$ cat src/hw/hbi_cfg.svh
// Constants for the host bus interface: commands, fixed addresses, timing.
// Assumes a single 10 MHz system clock.
`ifndef HBI_CFG_SVH
`define HBI_CFG_SVH
`define HBI_CMD_WRITE      8'h02
`define HBI_CMD_READ       8'h03
`define HBI_CMD_RD_STATUS  8'h05
`define HBI_CMD_WR_COMMAND 8'h07
`define HBI_ADDR_STATUS    8'hf0
`define HBI_ADDR_COMMAND   8'hf4
`define HBI_CLK_PERIOD_NS  100
`define HBI_RESET_MIN_NS   250
`define HBI_RESET_MIN_CYC  ((`HBI_RESET_MIN_NS + `HBI_CLK_PERIOD_NS - 1) / `HBI_CLK_PERIOD_NS)
`endif

$ cat src/hw/hbi_pkg.sv
// Types shared by the host bus interface files.
// Assumes nothing of its surroundings.
package hbi_pkg;
    typedef struct packed {
        logic       wr;
        logic       rd;
        logic [7:0] addr;
        logic [7:0] wdata;
    } hbi_req_s;
    typedef enum logic [3:0] {
        HBI_S_CMD  = 4'h1,
        HBI_S_ADDR = 4'h2,
        HBI_S_DATA = 4'h4,
        HBI_S_SKIP = 4'h8
    } hbi_spi_e;
endpackage

$ cat src/hw/hbi_edge.sv
// Edge detector for a pin that is synchronous to the system clock.
// Assumes the input is already aligned to CLK_I.
module hbi_edge (
    input  wire logic clk_i,
    input  wire logic reset_i,
    input  wire logic pin_i,
    output logic      rise_o,
    output logic      fall_o
);
    logic prev_q;
    logic prev_d;
    logic primed_q;
    logic primed_d;
    always_comb begin
        prev_d   = pin_i;
        primed_d = 1'b1;
    end
    always_ff @(posedge clk_i or posedge reset_i) begin
        if (reset_i) begin
            prev_q   <= 1'b0;
            primed_q <= 1'b0;
        end else begin
            prev_q   <= prev_d;
            primed_q <= primed_d;
        end
    end
    // No edge until the history holds a real sample: a pin idling high would look like a rise after reset
    assign rise_o = primed_q & pin_i & ~prev_q;
    assign fall_o = primed_q & ~pin_i & prev_q;
endmodule

$ cat src/hw/hbi_host_port.sv
// Host access port: multiplexed parallel bus (two strobe styles) or mode-0 serial.
// Assumes pins synchronous to CLK_I and a register file that answers reads combinationally.
`include "hbi_cfg.svh"

// What this block does
// - Serial select low: parallel, style pin picks protocol
// - Serial select high: mode-0 serial, style ignored
// - Parallel bus carries address then data
// - Address captured at latch strobe falling edge
// - Separate strobes: write at strobe rising edge
// - Separate strobes: drive on read low
// - Enable style: write data captured at enable fall
// - Enable style: read driven while enable high
// - Serial reuses latch, select, bit0, bit1 pins
// - Sample input on rise, shift output on fall
// - Serial output released when select rises
// - Frame: command, optional address, then data
// - Commands 02h write, 03h read, addressed
// - Command 05h reads from address 240
// - Command 07h writes from address 244
// - Address increments after every data byte
// - Chip select active low gates everything
// - Reset holds the port in reset state
module hbi_host_port (
    input  wire logic                 CLK_I,
    input  wire logic                 RESET_I,
    input  wire logic                 SERIAL_PORT_SELECT_I,
    input  wire logic                 STROBE_STYLE_SELECT_I,
    input  wire logic                 CHIP_SELECT_N_I,
    input  wire logic                 ADDR_LATCH_I,
    input  wire logic                 WRITE_OR_ENABLE_STROBE_I,
    input  wire logic                 READ_OR_DIRECTION_SELECT_I,
    input  wire logic [7:0]           BUS_I,
    output logic      [7:0]           BUS_O,
    output logic      [7:0]           BUS_OE_O,
    input  wire logic [7:0]           REG_RDATA_I,
    output logic      [7:0]           REG_RADDR_O,
    output hbi_pkg::hbi_req_s         REG_REQ_O
);
    logic       ale_rise;
    logic       ale_fall;
    logic       wre_rise;
    logic       wre_fall;
    logic       sel;
    logic       spi;
    logic       sep;

    hbi_edge u_ale (
        .clk_i  (CLK_I),
        .reset_i(RESET_I),
        .pin_i  (ADDR_LATCH_I),
        .rise_o (ale_rise),
        .fall_o (ale_fall)
    );
    hbi_edge u_wre (
        .clk_i  (CLK_I),
        .reset_i(RESET_I),
        .pin_i  (WRITE_OR_ENABLE_STROBE_I),
        .rise_o (wre_rise),
        .fall_o (wre_fall)
    );

    assign sel = ~CHIP_SELECT_N_I;
    assign spi = SERIAL_PORT_SELECT_I;
    assign sep = STROBE_STYLE_SELECT_I;

    // Shared state for both modes
    logic [7:0]          addr_q, addr_d;
    logic [7:0]          sh_q, sh_d;
    logic [2:0]          cnt_q, cnt_d;
    logic                so_q, so_d;
    logic                par_drive;
    hbi_pkg::hbi_spi_e   st_q, st_d;
    logic                is_rd_q, is_rd_d;
    hbi_pkg::hbi_req_s   req_q, req_d;
    logic [7:0]          bus_q, bus_d;
    logic [7:0]          oe_q, oe_d;

    always_comb begin
        logic [7:0] nb;
        nb      = {sh_q[6:0], BUS_I[0]};
        addr_d  = addr_q;
        sh_d    = sh_q;
        cnt_d   = cnt_q;
        so_d    = so_q;
        par_drive = 1'b0;
        st_d    = st_q;
        is_rd_d = is_rd_q;
        req_d   = '0;
        if (!sel) begin
            // Frame ends: serial state rewinds for the next command
            st_d  = hbi_pkg::HBI_S_CMD;
            cnt_d = 3'h0;
        end else if (!spi) begin
            if (ale_fall) begin
                addr_d = BUS_I;
            end
            if (sep) begin
                par_drive = ~READ_OR_DIRECTION_SELECT_I;
                if (wre_rise) begin
                    req_d.wr    = 1'b1;
                    req_d.addr  = addr_q;
                    req_d.wdata = BUS_I;
                end
            end else begin
                par_drive = WRITE_OR_ENABLE_STROBE_I & READ_OR_DIRECTION_SELECT_I;
                if (wre_fall && !READ_OR_DIRECTION_SELECT_I) begin
                    req_d.wr    = 1'b1;
                    req_d.addr  = addr_q;
                    req_d.wdata = BUS_I;
                end
            end
        end else begin
            if (ale_rise) begin
                sh_d  = nb;
                cnt_d = cnt_q + 3'h1;
                if (cnt_q == 3'h7) begin
                    case (st_q)
                        hbi_pkg::HBI_S_CMD: begin
                            case (nb)
                                `HBI_CMD_WRITE: begin
                                    is_rd_d = 1'b0;
                                    st_d    = hbi_pkg::HBI_S_ADDR;
                                end
                                `HBI_CMD_READ: begin
                                    is_rd_d = 1'b1;
                                    st_d    = hbi_pkg::HBI_S_ADDR;
                                end
                                `HBI_CMD_RD_STATUS: begin
                                    is_rd_d = 1'b1;
                                    addr_d  = `HBI_ADDR_STATUS;
                                    st_d    = hbi_pkg::HBI_S_DATA;
                                end
                                `HBI_CMD_WR_COMMAND: begin
                                    is_rd_d = 1'b0;
                                    addr_d  = `HBI_ADDR_COMMAND;
                                    st_d    = hbi_pkg::HBI_S_DATA;
                                end
                                default: st_d = hbi_pkg::HBI_S_SKIP;
                            endcase
                        end
                        hbi_pkg::HBI_S_ADDR: begin
                            addr_d = nb;
                            st_d   = hbi_pkg::HBI_S_DATA;
                        end
                        hbi_pkg::HBI_S_DATA: begin
                            if (!is_rd_q) begin
                                req_d.wr    = 1'b1;
                                req_d.addr  = addr_q;
                                req_d.wdata = nb;
                            end else begin
                                req_d.rd   = 1'b1;
                                req_d.addr = addr_q;
                            end
                            addr_d = addr_q + 8'h01;
                        end
                        default: st_d = hbi_pkg::HBI_S_SKIP;
                    endcase
                end
            end
            if (ale_fall) begin
                // Load the next byte at the falling edge that ends the byte before a read data byte
                if (cnt_q == 3'h0 && st_q == hbi_pkg::HBI_S_DATA && is_rd_q) begin
                    sh_d = REG_RDATA_I;
                    so_d = REG_RDATA_I[7];
                end else begin
                    so_d = sh_q[7];
                end
            end
        end
    end

    // Read address mirrors the port's current pointer
    assign REG_RADDR_O = addr_q;

    always_comb begin
        bus_d = 8'h00;
        oe_d  = 8'h00;
        if (sel && spi) begin
            bus_d[1] = so_d;
            oe_d[1]  = (st_d == hbi_pkg::HBI_S_DATA) && is_rd_d;
        end else if (sel && par_drive) begin
            bus_d = REG_RDATA_I;
            oe_d  = 8'hff;
        end
    end

    always_ff @(posedge CLK_I or posedge RESET_I) begin
        if (RESET_I) begin
            addr_q  <= 8'h00;
            sh_q    <= 8'h00;
            cnt_q   <= 3'h0;
            so_q    <= 1'b0;
            st_q    <= hbi_pkg::HBI_S_CMD;
            is_rd_q <= 1'b0;
            req_q   <= '0;
            bus_q   <= 8'h00;
            oe_q    <= 8'h00;
        end else begin
            addr_q  <= addr_d;
            sh_q    <= sh_d;
            cnt_q   <= cnt_d;
            so_q    <= so_d;
            st_q    <= st_d;
            is_rd_q <= is_rd_d;
            req_q   <= req_d;
            bus_q   <= bus_d;
            oe_q    <= oe_d;
        end
    end

    assign BUS_O     = bus_q;
    assign BUS_OE_O  = oe_q;
    assign REG_REQ_O = req_q;

    a_desel_quiet: assert property (@(posedge CLK_I) disable iff (RESET_I)
        CHIP_SELECT_N_I |=> (BUS_OE_O == 8'h00 && !REG_REQ_O.wr))
        else $error("drivers or write active while deselected");
    a_wr_strobe: assert property (@(posedge CLK_I) disable iff (RESET_I)
        (!CHIP_SELECT_N_I && !spi && sep && wre_rise) |=> (REG_REQ_O.wr && REG_REQ_O.addr == $past(addr_q)))
        else $error("separate-strobe write not issued");
    a_en_write: assert property (@(posedge CLK_I) disable iff (RESET_I)
        (!CHIP_SELECT_N_I && !spi && !sep && wre_fall && !READ_OR_DIRECTION_SELECT_I) |=> REG_REQ_O.wr)
        else $error("enable-style write not issued");
    a_sep_read: assert property (@(posedge CLK_I) disable iff (RESET_I)
        (!CHIP_SELECT_N_I && !spi && sep && !READ_OR_DIRECTION_SELECT_I) |=> (BUS_OE_O == 8'hff))
        else $error("read byte not driven");
    a_en_read: assert property (@(posedge CLK_I) disable iff (RESET_I)
        (!CHIP_SELECT_N_I && !spi && !sep && !WRITE_OR_ENABLE_STROBE_I) |=> (BUS_OE_O == 8'h00))
        else $error("bus driven while enable low");
    a_addr_latch: assert property (@(posedge CLK_I) disable iff (RESET_I)
        (!CHIP_SELECT_N_I && !spi && ale_fall) |=> (addr_q == $past(BUS_I)))
        else $error("address not latched");
    a_so_release: assert property (@(posedge CLK_I) disable iff (RESET_I)
        (spi && $rose(CHIP_SELECT_N_I)) |=> (BUS_OE_O[1] == 1'b0))
        else $error("serial output not released");
    a_fixed_status: assert property (@(posedge CLK_I) disable iff (RESET_I)
        (sel && spi && ale_rise && st_q == hbi_pkg::HBI_S_CMD && cnt_q == 3'h7
         && {sh_q[6:0], BUS_I[0]} == `HBI_CMD_RD_STATUS) |=> (addr_q == `HBI_ADDR_STATUS))
        else $error("status read start address wrong");
    a_addr_incr: assert property (@(posedge CLK_I) disable iff (RESET_I)
        (sel && spi && ale_rise && st_q == hbi_pkg::HBI_S_DATA && cnt_q == 3'h7)
        |=> (addr_q == $past(addr_q) + 8'h01))
        else $error("address not incremented");

    // Parallel data paths: the byte written or driven is the bus or register byte itself; then serial-mode pin and request checks
    a_sep_wdata: assert property (@(posedge CLK_I) disable iff (RESET_I)
        (sel && !spi && sep && wre_rise) |=> (REG_REQ_O.wdata == $past(BUS_I)))
        else $error("separate-strobe write data wrong");
    a_en_wdata: assert property (@(posedge CLK_I) disable iff (RESET_I)
        (sel && !spi && !sep && wre_fall && !READ_OR_DIRECTION_SELECT_I)
        |=> (REG_REQ_O.addr == $past(addr_q) && REG_REQ_O.wdata == $past(BUS_I)))
        else $error("enable-style write address or data wrong");
    a_en_rd_nowr: assert property (@(posedge CLK_I) disable iff (RESET_I)
        (sel && !spi && !sep && wre_fall && READ_OR_DIRECTION_SELECT_I) |=> !REG_REQ_O.wr)
        else $error("write issued at end of enable-style read");
    a_sep_rd_data: assert property (@(posedge CLK_I) disable iff (RESET_I)
        (sel && !spi && sep && !READ_OR_DIRECTION_SELECT_I) |=> (BUS_O == $past(REG_RDATA_I)))
        else $error("separate-strobe read byte wrong");
    a_sep_rd_release: assert property (@(posedge CLK_I) disable iff (RESET_I)
        (sel && !spi && sep && READ_OR_DIRECTION_SELECT_I) |=> (BUS_OE_O == 8'h00))
        else $error("bus driven with read strobe high");
    a_en_rd_drive: assert property (@(posedge CLK_I) disable iff (RESET_I)
        (sel && !spi && !sep && WRITE_OR_ENABLE_STROBE_I && READ_OR_DIRECTION_SELECT_I)
        |=> (BUS_OE_O == 8'hff && BUS_O == $past(REG_RDATA_I)))
        else $error("enable-style read byte not driven");
    a_mode_pins: assert property (@(posedge CLK_I) disable iff (RESET_I)
        (sel && spi) |=> (BUS_OE_O[7:2] == 6'h00 && BUS_OE_O[0] == 1'b0))
        else $error("serial mode drives a parallel bus bit");
    a_spi_no_strobe: assert property (@(posedge CLK_I) disable iff (RESET_I)
        (sel && spi && !ale_rise) |=> (!REG_REQ_O.wr && !REG_REQ_O.rd))
        else $error("serial request without serial clock");

    // Serial frame: bit count, command decode and data bytes
    a_cnt_step: assert property (@(posedge CLK_I) disable iff (RESET_I)
        (sel && spi && ale_rise) |=> (cnt_q == $past(cnt_q) + 3'h1))
        else $error("serial bit count not advanced");
    a_si_sample: assert property (@(posedge CLK_I) disable iff (RESET_I)
        (sel && spi && ale_rise) |=> (sh_q[0] == $past(BUS_I[0])))
        else $error("serial input bit not sampled");
    a_cmd_write: assert property (@(posedge CLK_I) disable iff (RESET_I)
        (sel && spi && ale_rise && st_q == hbi_pkg::HBI_S_CMD && cnt_q == 3'h7
         && {sh_q[6:0], BUS_I[0]} == `HBI_CMD_WRITE) |=> (st_q == hbi_pkg::HBI_S_ADDR && !is_rd_q))
        else $error("write command not decoded");
    a_cmd_read: assert property (@(posedge CLK_I) disable iff (RESET_I)
        (sel && spi && ale_rise && st_q == hbi_pkg::HBI_S_CMD && cnt_q == 3'h7
         && {sh_q[6:0], BUS_I[0]} == `HBI_CMD_READ) |=> (st_q == hbi_pkg::HBI_S_ADDR && is_rd_q))
        else $error("read command not decoded");
    a_fixed_command: assert property (@(posedge CLK_I) disable iff (RESET_I)
        (sel && spi && ale_rise && st_q == hbi_pkg::HBI_S_CMD && cnt_q == 3'h7
         && {sh_q[6:0], BUS_I[0]} == `HBI_CMD_WR_COMMAND)
        |=> (addr_q == `HBI_ADDR_COMMAND && st_q == hbi_pkg::HBI_S_DATA && !is_rd_q))
        else $error("command write start address wrong");
    a_start_addr: assert property (@(posedge CLK_I) disable iff (RESET_I)
        (sel && spi && ale_rise && st_q == hbi_pkg::HBI_S_ADDR && cnt_q == 3'h7)
        |=> (addr_q == $past({sh_q[6:0], BUS_I[0]}) && st_q == hbi_pkg::HBI_S_DATA))
        else $error("start address byte not taken");
    a_ser_write: assert property (@(posedge CLK_I) disable iff (RESET_I)
        (sel && spi && ale_rise && st_q == hbi_pkg::HBI_S_DATA && cnt_q == 3'h7 && !is_rd_q)
        |=> (REG_REQ_O.wr && REG_REQ_O.addr == $past(addr_q) && REG_REQ_O.wdata == $past({sh_q[6:0], BUS_I[0]})))
        else $error("serial write byte not issued");
    a_ser_read: assert property (@(posedge CLK_I) disable iff (RESET_I)
        (sel && spi && ale_rise && st_q == hbi_pkg::HBI_S_DATA && cnt_q == 3'h7 && is_rd_q)
        |=> (REG_REQ_O.rd && REG_REQ_O.addr == $past(addr_q)))
        else $error("serial read byte not marked");
    a_unknown_cmd: assert property (@(posedge CLK_I) disable iff (RESET_I)
        (spi && st_q == hbi_pkg::HBI_S_SKIP) |=> (!REG_REQ_O.wr && !REG_REQ_O.rd))
        else $error("request inside a refused frame");

    // Serial output: changes only at a falling serial clock, held otherwise; deselect rewinds the serial state
    a_so_shift: assert property (@(posedge CLK_I) disable iff (RESET_I)
        (sel && spi && ale_fall && !(cnt_q == 3'h0 && st_q == hbi_pkg::HBI_S_DATA && is_rd_q))
        |=> (BUS_O[1] == $past(sh_q[7])))
        else $error("serial output bit not shifted");
    a_so_load: assert property (@(posedge CLK_I) disable iff (RESET_I)
        (sel && spi && ale_fall && cnt_q == 3'h0 && st_q == hbi_pkg::HBI_S_DATA && is_rd_q)
        |=> (BUS_O[1] == $past(REG_RDATA_I[7])))
        else $error("read byte not loaded on serial output");
    a_so_hold: assert property (@(posedge CLK_I) disable iff (RESET_I)
        (sel && spi && !ale_fall) |=> (BUS_O[1] == $past(so_q)))
        else $error("serial output moved without falling clock");
    a_desel_rewind: assert property (@(posedge CLK_I) disable iff (RESET_I)
        CHIP_SELECT_N_I |=> (st_q == hbi_pkg::HBI_S_CMD && cnt_q == 3'h0))
        else $error("serial state not rewound while deselected");
endmodule

$ cat config.mk
export PLATFORM = sky130hd
export DESIGN_NAME = hbi_host_port
export DESIGN_NICKNAME = d
export VERILOG_FILES = /design/src/hw/hbi_pkg.sv /design/src/hw/hbi_edge.sv /design/src/hw/hbi_host_port.sv
export VERILOG_INCLUDE_DIRS = /design/src /design/src/hw
export SDC_FILE = /design/constraint.sdc
export NUM_CORES = 1
export LEC_CHECK = 0
export ABC_CLOCK_PERIOD_IN_PS = 5300
export BUFFER_PORTS_ARGS = -buffer_cell sky130_fd_sc_hd__buf_2
export CAP_MARGIN = 20
export CELL_PAD_IN_SITES_DETAIL_PLACEMENT = 1
export CELL_PAD_IN_SITES_GLOBAL_PLACEMENT = 2
export CORE_UTILIZATION = 35
export CTS_BUF_LIST = sky130_fd_sc_hd__clkbuf_4
export DETAILED_ROUTE_END_ITERATION = 7
export HOLD_SLACK_MARGIN = 0.02
export MAX_ROUTING_LAYER = met4
export PLACE_DENSITY = 0.9
export REMOVE_ABC_BUFFERS = 1
export SLEW_MARGIN = 40
export SYNTH_ARGS = -nofsm -noshare
export SYNTH_HDL_FRONTEND = slang
export SYNTH_SLANG_ARGS = --single-unit
$ cat constraint.sdc
create_clock -name CLK_I -period 5.3 [get_ports CLK_I]
set_clock_uncertainty 0.1 [all_clocks]
set_input_delay 0.795 -clock CLK_I [delete_from_list [all_inputs] [get_ports CLK_I]]
set_output_delay 0.795 -clock CLK_I [all_outputs]
set_load 0.01 [all_outputs]
Word level (Yosys, flattened, before mapping) --
Cells that the tools add are included. W data, S select, Z words.
Storage, ports and cells: word-level logic and storage cells 118, bits of input ports 24, register bits 62
Operators by class: reductions and logical operators 18, mux-type cells 55, bitwise operators 15, equal/unequal tests 13, add/sub/neg operators 2
Operator list (count):
- $mux W8 | 10
- $mux W18 | 4
- $mux W16 | 4
- $pmux W8 S3 | 1
- $mux W1 | 23
- $eq A8 B2 Y1 const B | 2
- $eq A8 B3 Y1 const B | 2
- $mux W4 | 4
- $pmux W8 S2 | 1
- $mux W6 | 2
- $pmux W4 S3 | 1
- $and A1 B1 Y1 | 9
- $mux W3 | 3
- $add A8 B1 Y8 const B | 1
- $eq A4 B3 Y1 const B | 2
- $pmux W4 S2 | 1
- $reduce_or A2 Y1 | 4
- $logic_and A1 B1 Y1 | 6
- $not A1 Y1 | 6
- $reduce_and A6 Y1 | 1
- $reduce_bool A2 Y1 | 3
- $eq A4 B1 Y1 const B | 1
- $eq A4 B2 Y1 const B | 1
- $ne A2 B1 Y1 const B | 2
- 8 further kinds | 9

Longest topological paths before layout --
Gate-level depths: netlist of the first run.
word-level depth 11, depth in mapped cells 7, gate-level depth less buffers 6

By module --
A second synthesis of the first run with hierarchy kept.
Unflattened totals: cells, all modules 268, area, all modules 2771.4 um^2
By module, submodules not included:
- hbi_host_port | area each 2621.3 um^2, cells each 256, times used 1
- hbi_edge | area each 75.1 um^2, cells each 6, times used 2

Worst setup path before layout of the first run --
OpenSTA, ideal clock, no wires.
path type input -> register, start input WRITE_OR_ENABLE_STROBE_I, end register req_q (netlist bit REG_REQ_O[10]), path slack 3.004 ns, stages 6, required time 5.134 ns, path buffers 1, arrival 2.130 ns, library setup time 0.066 ns, path through or4b_2 > o21ai_0 > and3_1 > buf_2 > o21ba_2 > and2_1
RTL lines:
- start: declaration | RTL line hbi_host_port.sv:31 | input wire logic WRITE_OR_ENABLE_STROBE_I,
- end signal: assignment | RTL line hbi_host_port.sv:206 | req_q <= req_d;
- end: declaration | RTL line hbi_host_port.sv:75 | hbi_pkg::hbi_req_s req_q, req_d;

Worst setup path after layout of the first run --
start register st_q[3], end register sh_q[2]
Between the ends: longest elaborated chain between the ends 5
Ends and longest elaborated chain:
- start: declaration | RTL line hbi_host_port.sv:73 | hbi_pkg::hbi_spi_e st_q, st_d;
- start signal: assignment | RTL line hbi_host_port.sv:194 | st_q <= hbi_pkg::HBI_S_CMD;
- start signal: assignment | RTL line hbi_host_port.sv:204 | st_q <= st_d;
- $eq A4 B3 Y1 | RTL line hbi_host_port.sv:163 | if (cnt_q == 3'h0 && st_q == hbi_pkg::HBI_S_DATA && is_rd_q) begin
- $logic_and A1 B1 Y1 (2 in series) | RTL line hbi_host_port.sv:163
- $mux W8 | RTL line hbi_host_port.sv:163
- $mux W8 | RTL line hbi_host_port.sv:161 | if (ale_fall) begin
- end signal: assignment | RTL line hbi_host_port.sv:191 | sh_q <= 8'h00;
- end signal: assignment | RTL line hbi_host_port.sv:201 | sh_q <= sh_d;
- end: declaration | RTL line hbi_host_port.sv:69 | logic [7:0] sh_q, sh_d;
No other way between the ends. A chain may end at the register's enable or synchronous reset.

==> results of run 1 <==
[area by class of cell]
type / count / area [µm²]
multi-input cells: 185 / 1210
inverters: 6 / 22.5
flip-flops and latches: 56 / 1400
well taps: 99 / 124
fillers: 873 / 4210
clock buffers: 5 / 37.5
repair buffers: 66 / 333
clock inverters: 2 / 60.1
[power breakdown]
part / total, mW / switching (mW) / internal, mW
clock network: 0.274 / 0.130 / 0.144
registers: 0.521 / 0.0559 / 0.465
logic: 0.133 / 0.0695 / 0.0630
[cells in the mapped netlist, types with 3 or more instances]
master / number / area [µm²]
a22oi_1: 7 / 52.6
a21oi_1: 9 / 45.0
o2bb2ai_1: 4 / 35.0
nand2_1: 16 / 60.1
and2_1: 17 / 106
mux2_1: 4 / 45.0
a31oi_1: 4 / 25.0
and3_1: 5 / 31.3
nor3_1: 4 / 20.0
xnor2_1: 3 / 26.3
inv_1: 6 / 22.5
nand3_1: 10 / 50.1
nor2b_1: 4 / 25.0
buf_4: 7 / 52.6
clkbuf_1: 3 / 11.3
dfrtp_1: 55 / 1380
a2bb2oi_1: 8 / 70.1
nor2_1: 22 / 82.6
ha_1: 4 / 50.1
o22ai_1: 11 / 68.8
o21ai_0: 15 / 75.1
[stage by stage]
stage	util (%)	instance area, µm²	hold WS [ns]
global placement	41.6	3090	0.432
floorplan	-	2630	0.404
global route	43.1	3190	0.430
finish	43.1	3190	0.451
detailed placement	41.8	3100	0.451
CTS	43.1	3190	0.441
[sequential cells by signal, summed over array words and instances, names as in the netlist]
signal          count
REG_REQ_O          18
BUS_OE_O            2
cnt_q               3
REG_RADDR_O         8
sh_q                8
u_wre.primed_q      1
u_wre.prev_q        1
so_q                1
u_ale.prev_q        1
is_rd_q             1
st_q                4
BUS_O               8
[cell families (layout without fill, tap and decap cells)]
logic type	after synthesis	in the layout
xor gates and xnor gates	3	3
and+or+nand+nor	99	99
DFF	56	56
AOI/OAI and AO/OA	72	72
other	1	1
muxes	6	6
buffers and inverters	21	79
adders and majority gates	4	4
[worst max path at each step]
| stage | cells after the start | slack [ns] | start | to |
|---|---|---|---|---|
| 2_1_floorplan | 5 | 2.99 | WRITE_OR_ENABLE_STROBE_I | REG_REQ_O[10] |
| 3_3_place_gp | 6 | 2.62 | WRITE_OR_ENABLE_STROBE_I | REG_REQ_O[8] |
| 3_5_place_dp | 6 | 2.57 | WRITE_OR_ENABLE_STROBE_I | REG_REQ_O[15] |
| 4_1_cts | 5 | 2.90 | st_q[3] | sh_q[7] |
| 5_1_grt | 5 | 2.71 | st_q[3] | sh_q[6] |
| 6_report | 5 | 2.87 | st_q[3] | sh_q[2] |
[routing by layer]
layer / global-route usage [%] / vias up / share of wire (%)
met1: 24.4 / 1091 / 46
met4: 5.51 / 0 / 1.4
met5: - / - / 0
met3: 2.95 / 9 / 3.5
li1: - / 1056 / -
met2: 30.8 / 49 / 49
==> metrics.txt, run 1 <==
status finished, final reports clean; hold path depth 1; Die H 90.4 µm; final worst path period share 45.8%; CP Buf/Inv Count 0; RD Place Congestion 0.834; Peak supply drop 115 µV; Inserted Diodes 0; Static Leak 1.50 nW; GRT Util Overall 18.9%; Post-layout nets 348; Routed WL 6990 µm; Skew-Pair Late Insertion Delay 0.37 ns; P per Cell Area 291 nW/µm²; Netlist cell types 56; power consumption 0.928 mW; CTS-repair resized insts 0; Detailed Place HPWL 5200 µm; crit path cell chain nor4b_4 > nand4b_1 > or2_1 > a21oi_4 > a2bb2oi_1; CTS max path bufs 2; Cells after Synth 262; CTS Hold Bufs 0; H-tree depth 2; Synth Cell Area 2730 µm²; simple-gate share of the synthesized area 20.4%; Worst EP required 5.50 ns; pin count of the biggest net entering global routing 57; CP Class reg -> reg; delay of the slowest critical-path stage 0.56 ns; reg2reg start st_q[3]; DRC 0; first-pass GRT wire length 11800 µm; Post-synth EDFFs 0; chip width 90.4 µm; GR Overflow Total 0; WL/cell 16.7 µm; die area 8160 µm²; Post-Layout Cell Count 419; Critical Path Source Type flop; final worst path period need 2.43 ns; commonest non-fill, non-tap cell in the layout buf_2; hold endpoint u_wre.prev_q; I/O Buffers 65; Achievable Freq 0.412 GHz; CP max stage cell nor4b_4; Post-CTS Setup Repair Bufs 0; cell family with most CP delay simple AND/OR/NAND/NOR gates; CP endpoint kind flop; share of cells above drive strength 1 28.4%; max-capacitance violation count 0; Critical R2R Capture sh_q[2]; CTS Buf Count 5; Root Driver clkbuf_4; CTS tree done; TritonRoute pass-1 iters 4; Hold Crit Class in -> reg; Initial DRC Count 102; endpoints failing setup 0; mux cell area share after synthesis 2.43%; RSZ-0062 raised after global routing no; yosys warns 0; core region area 7410 µm²; Synth Area in Compound Gates 18.3%; synthesis-stage register bit count 56; syn avg cell area 10.4 µm²; final hold vios 0; Crit path arrival time 2.63 ns; HP Start WRITE_OR_ENABLE_STROBE_I; Least-Margin Pin Slew 0.700 ns; Ports 66; share of synthesized flip-flops with an asynchronous set or reset 100%; placed insts 412; # rows 31; final worst slack 2.87 ns; max-slew violation count 0; Slew HR 53.4%; via count 2205; CP max FO 9; synthesis-to-layout area growth 16.9%; DRT antenna net count 0; register area share after synthesis 51.3%; antenna violations before repair 0; Vias per Instance 5.26; xor/xnor share of the synthesized area 0.962%; most frequent cells in the layout buf_2 (65), dfrtp_1 (55), nor2_1 (22); flop-to-flop setup slack 2.87 ns; CTS Sinks 56; setup TNS 0 ns; largest family of logic cells by synthesized area simple AND/OR/NAND/NOR gates; vias in the first global route 2267; Worst Reg-to-Reg Cells 5; top_reg_cell synth dfrtp_1; Clk pin slew, worst setup/hold paths 0.15 ns; Starting Density 36.9%; Synth Area in Adders 1.83%; post-place setup slack 2.57 ns
(Power assumes the default switching activity.)
==> run 2, diff against run 1 <==
Settings changed: ABC_AREA set to 1, ABC_CLOCK_PERIOD_IN_PS 5300 to 2480, CORE_UTILIZATION 35 to 33, PLACE_DENSITY 0.9 to 0.89.
Clock period 5.3 ns to 2.48 ns, I/O delays scaled along.
==> metrics.txt, run 2 <==
status finished with violations; failing checks DRC; Slew HR 64.8%; I/O Buffers 65; Inserted Diodes 0; hold endpoint BUS_O[4]; Routed WL 7890 µm; cell family with most CP delay simple AND/OR/NAND/NOR gates; Post-CTS Setup Repair Bufs 0; Initial DRC Count 92; pin count of the biggest net entering global routing 34; die area 9700 µm²; HP Start REG_RDATA_I[4]; H-tree depth 2; Achievable Freq 0.543 GHz; RSZ-0062 raised after global routing no; sw frac 34.6%; Synth area leaders dfrtp_1 (45%), nand2_1 (9.7%), nand3_1 (6.2%); TritonRoute pass-1 iters 8; GR Overflow Total 0; count leader, synth nand2_1; delay of the slowest critical-path stage 0.52 ns; P per Cell Area 536 nW/µm²; Vias per Instance 4.80; endpoints failing setup 0; CTS max path bufs 2; chip width 98.5 µm; Post-layout nets 462; share of synthesized flip-flops with an asynchronous set or reset 100%; Final Cell Area 3570 µm²; number of flip-flops in the largest register 18; Starting Density 34.7%; Static Leak 1.87 nW; Critical R2R Capture REG_RADDR_O[1]; sequential power share 57.7%; Crit path arrival time 2.06 ns; final hold vios 0; Peak supply drop 171 µV; hold path depth 3; yosys warns 0; Hold Crit Class in -> reg; CP Buf/Inv Count 3; synthesis-to-layout area growth 16.1%; RD Place Congestion 0.753; crit path cell chain dlygate4sd3_1 > buf_2 > nand2_1 > nor2_2 > nand3_1 > inv_2 > nor2_1 > nor2_1 > nand2_1 > nor2_1 > nand2_1 > o21bai_1; Root Driver clkbuf_4; leading area contributor after synthesis dfrtp_1; commonest non-fill, non-tap cell in the layout nand2_1; met2 Use GR 31.7%; Synth top area share 44.8%; final worst path period need 1.84 ns; CP max FO 5; met3 GRT Util 2.55%; combinational power share 19.3%; Cell Int Power 1.25 mW; CP endpoint kind flop; CTS-repair resized insts 0; core region area 8850 µm²; synthesis-stage register bit count 56; GRT Util Overall 17.8%; clock share of power 23.0%; Critical Path Source Type input pin; Worst EP required 2.70 ns; top_reg_cell synth dfrtp_1; setup TNS 0 ns; max-slew violation count 0; CTS Buf Count 5; register area share after synthesis 45.7%; max-capacitance violation count 0; Cells after Synth 369; vias in the first global route 2796; CTS tree done; WL/cell 14.5 µm; most frequent cells in the layout nand2_1 (79), buf_2 (65), dfrtp_1 (55); syn avg cell area 8.32 µm²; Least-Margin Pin Slew 0.527 ns; first-pass GRT wire length 13400 µm; layer carrying the most global-route usage met2; CTS Hold Bufs 3; DRT antenna net count 0; flop-to-flop setup slack 0.72 ns; GR Layer Usage met1 21.6%; worst hold margin 0.0830 ns; net switching power 0.662 mW; antenna violations before repair 0; Synth Cell Area 3070 µm²; CP max stage cell dlygate4sd3_1; DRC 4; Netlist cell types 34; CTS Sinks 56; final worst path period share 74.2%; Post-synth EDFFs 0; reg2reg start sh_q[3]; Skew-Pair Late Insertion Delay 0.40 ns; placed cell areas 3470 µm²; power consumption 1.91 mW; CP Class in -> reg; Worst Reg-to-Reg Cells 9; share of cells above drive strength 1 32.2%; Detailed Place HPWL 6240 µm; Ports 66; Filler cells 1115; Clk pin slew, worst setup/hold paths 0.19 ns; commonest cells in the synthesized netlist nand2_1 (79), dfrtp_1 (55), inv_1 (39), nand3_1 (38), nor2_1 (32); via count 2607; Die H 98.5 µm; # rows 34
-- run 2: cell types whose count changed after synthesis, moves of 7 or more --
cell       change
inv_2         +11
inv_1         +33
a2bb2oi_1      -8
o21ai_1        +7
nand2_2       +12
o22ai_1       -10
a21oi_2        +8
nand2_1       +63
a22oi_1        -7
o21ai_0        +7
nand3_1       +28
and2_1        -17
nor2_1        +10
-- run 2: metrics by stage --
step / setup slack [ns] / cells / utilization (%)
after global placement: 0.614 / 532 / 39.3
after global routing: 0.465 / 543 / 40.3
after detailed placement: 0.506 / 532 / 39.3
final: 0.639 / 543 / 40.3
after CTS: 0.650 / 543 / 40.3
after floorplan: 0.638 / 357 / -
-- run 2: logic make-up (layout without fill, tap and decap cells) --
family,Yosys count,after routing,synth area share (%)
adders and majority gates,4,4,1.63
DFF,56,56,45.7
AOI/OAI and AO/OA,54,54,11.1
buffers and inverters,64,130,9.29
and+or+nand+nor,190,190,32.2
other,1,1,0.122
-- run 2: final cells by class --
cell class	count	area (µm²)	area share, %
Multi-Input combinational cell	249	1380	38.8
Clock inverter	3	25.0	0.702
Tap cell	108	135	3.79
Clock buffer	5	37.5	1.05
Sequential cell	56	1400	39.3
Timing Repair Buffer	70	383	10.7
Inverter	52	200	5.61
-- run 2: routing by layer --
metal | vias to the layer above | routed length, µm
met4 | 0 | 51
met1 | 1259 | 3610
li1 | 1293 | -
met3 | 5 | 243
met5 | - | 0
met2 | 50 | 3980
-- run 2: how the worst max path moves through the flow --
| stage | cells past startpoint | endpoint | slack, ns | from |
|---|---|---|---|---|
| finish | 12 | BUS_OE_O[1] | 0.64 | ADDR_LATCH_I |
| global route | 12 | BUS_OE_O[1] | 0.47 | ADDR_LATCH_I |
| CTS | 12 | BUS_OE_O[1] | 0.65 | ADDR_LATCH_I |
| detailed placement | 8 | sh_q[3] | 0.51 | SERIAL_PORT_SELECT_I |
| global placement | 8 | sh_q[6] | 0.61 | SERIAL_PORT_SELECT_I |
| floorplan | 1 | BUS_OE_O[1] | 0.64 | RESET_I |
-- run 2: tightest hold or removal path, stage by stage --
cell and delay [ns]:
buf_2 0.09, inv_1 0.07, nor2_1 0.05
-- run 2: power groups by stage --
stage | clock network, mW | registers [mW] | logic, mW
global placement | 0 | 1.12 | 0.359
detailed placement | 0 | 1.13 | 0.373
floorplan | 0 | 1.12 | 0.206
global route | 0.495 | 1.12 | 0.413
finish | 0.440 | 1.11 | 0.369
CTS | 0.457 | 1.11 | 0.377
==> run 3, diff against run 2 <==
Settings changed: ABC_AREA 1 to 0, ABC_CLOCK_PERIOD_IN_PS 2480 to 1900, CORE_UTILIZATION 33 to 34, PLACE_DENSITY 0.89 to 0.88.
Clock period 2.48 ns to 1.9 ns, I/O delays scaled along.
==> metrics.txt, run 3 (same netlist as run 1, synthesis figures left out) <==
CP endpoint kind flop; max-slew violation count 0; commonest non-fill, non-tap cell in the layout buf_2; Inserted Diodes 0; sequential power share 53.5%; reg2reg start st_q[3]; Post-layout nets 408; GRT Util Overall 22.6%; CP Class reg -> reg; die area 8400 µm²; P per Cell Area 669 nW/µm²; RD Place Congestion 0.857; net switching power 0.876 mW; end of the critical path REG_RADDR_O[2]; H-tree depth 2; Root Driver clkbuf_4; first-pass GRT wire length 14300 µm; Slew HR 58.7%; RSZ-0062 raised after global routing yes; Worst Reg-to-Reg Cells 6; status finished with violations; synthesis-to-layout area growth 45.0%; endpoints failing setup 25; I/O Buffers 65; Critical R2R Capture REG_RADDR_O[2]; Routed WL 8950 µm; CP max FO 4; share of cells above drive strength 1 49.3%; DRC 0; most frequent cells in the layout buf_2 (65), dfrtp_1 (52), buf_4 (44); Achievable Freq 0.490 GHz; Vias per Instance 5.36; Least-Margin Pin Slew 0.617 ns; final worst path period need 2.04 ns; CTS max path bufs 2; TritonRoute pass-1 iters 4; sw frac 33.0%; Crit path arrival time 2.31 ns; WL/cell 18.5 µm; final worst path period share 108%; Die H 91.7 µm; CTS tree done; Crit. Startpoint st_q[3]; clock share of power 22.2%; combinational power share 24.3%; Peak supply drop 231 µV; Hold Crit Class in -> reg; Skew-Pair Late Insertion Delay 0.41 ns; pin count of the biggest net entering global routing 57; Post-Layout Cell Count 483; failing checks setup timing; core region area 7770 µm²; DRT antenna net count 0; flop-to-flop setup slack -0.14 ns; Cell Int Power 1.78 mW; CTS Sinks 56; final worst slack -0.143 ns; Critical Path Source Type flop; CTS Buf Count 5; Static Leak 1.86 nW; chip width 91.7 µm; Worst EP required 2.17 ns; final hold vios 0; number of flip-flops in the largest register 18; power consumption 2.65 mW; Detailed Place HPWL 5850 µm; max-capacitance violation count 0; via count 2588; Clk pin slew, worst setup/hold paths 0.19 ns; vias in the first global route 2734; Ports 66; Initial DRC Count 95; Filler cells 869; Starting Density 35.2%; GR Overflow Total 0; antenna violations before repair 0; placed insts 456; # rows 32
==> run 3: changes by cell type in the layout (fill, tap and decap cells not counted), moves of 12 or more <==
cell	delta
inv_1	-33
nand3_1	-29
and2_1	+16
nor2_1	-12
o21ai_0	-12
nand2_1	-65
buf_4	+43
==> run 3: worst max-delay path, cell delays in order (launching register included) <==
cell and delay [ns]:
dfrtp_2 0.49, buf_4 0.15, or4b_4 0.57, o21ai_0 0.23
o21ai_0 0.16, o21ai_0 0.12, mux2_4 0.18
==> run 3: layout make-up <==
cell class | count | area (µm²) | area share (%)
multi-input cells | 185 | 1480 | 37.4
well taps | 102 | 128 | 3.22
flip-flops and latches | 56 | 1410 | 35.5
inverters | 6 | 22.5 | 0.568
clock buffers | 5 | 37.5 | 0.947
repair buffers | 126 | 861 | 21.7
clock inverters | 3 | 27.5 | 0.695
==> run 3: metal layers <==
layer / routed length [µm] / share of wire (%) / up-vias / global-route usage, %
met5: 0 / 0 / - / -
met4: 229 / 2.6 / 0 / 7.01
met3: 368 / 4.1 / 21 / 3.98
met2: 4600 / 51 / 84 / 37.5
met1: 3750 / 42 / 1309 / 28.1
li1: - / - / 1174 / -
==> run 3: power groups by stage <==
stage	clock network, mW	registers (mW)	logic [mW]
global placement	0	1.42	0.502
detailed placement	0	1.43	0.513
floorplan	0	1.45	0.195
finish	0.588	1.42	0.644
CTS	0.599	1.41	0.610
global route	0.652	1.44	0.690
==> run 3: metrics by stage <==
| step | hold WS, ns | util (%) | cell area, µm² | setup WS (ns) | setup TNS [ns] |
|---|---|---|---|---|---|
| 2_1_floorplan | 0.216 | - | 2630 | -0.126 | -0.738 |
| 3_3_place_gp | 0.260 | 44.1 | 3420 | -0.176 | -2.77 |
| 3_5_place_dp | 0.270 | 44.1 | 3420 | -0.270 | -4.55 |
| 4_1_cts | 0.0255 | 50.0 | 3890 | -0.0934 | -1.02 |
| 5_1_grt | 0.0318 | 51.0 | 3960 | -0.187 | -3.43 |
| 6_report | 0.0403 | 51.0 | 3960 | -0.143 | -1.99 |
==> run 3: worst min-delay path by stage <==
stage,cells past startpoint,to,startpoint
after floorplan,0,u_ale.prev_q,ADDR_LATCH_I
after global placement,3,BUS_O[3],RESET_I
after detailed placement,3,BUS_O[2],RESET_I
after CTS,2,BUS_O[7],REG_RDATA_I[7]
after global routing,2,BUS_O[7],REG_RDATA_I[7]
final,2,BUS_O[7],REG_RDATA_I[7]
==> run 3: what timing repair did <==
item | 4_1_cts | 5_1_grt
endpoints found under the setup margin | 36 | 39
endpoints found under the hold margin | 64 | 0
setup buffers | 7 | 3
pin swaps | 9 | 15
resized for setup | 51 | 17
hold buffers | 10 | 0
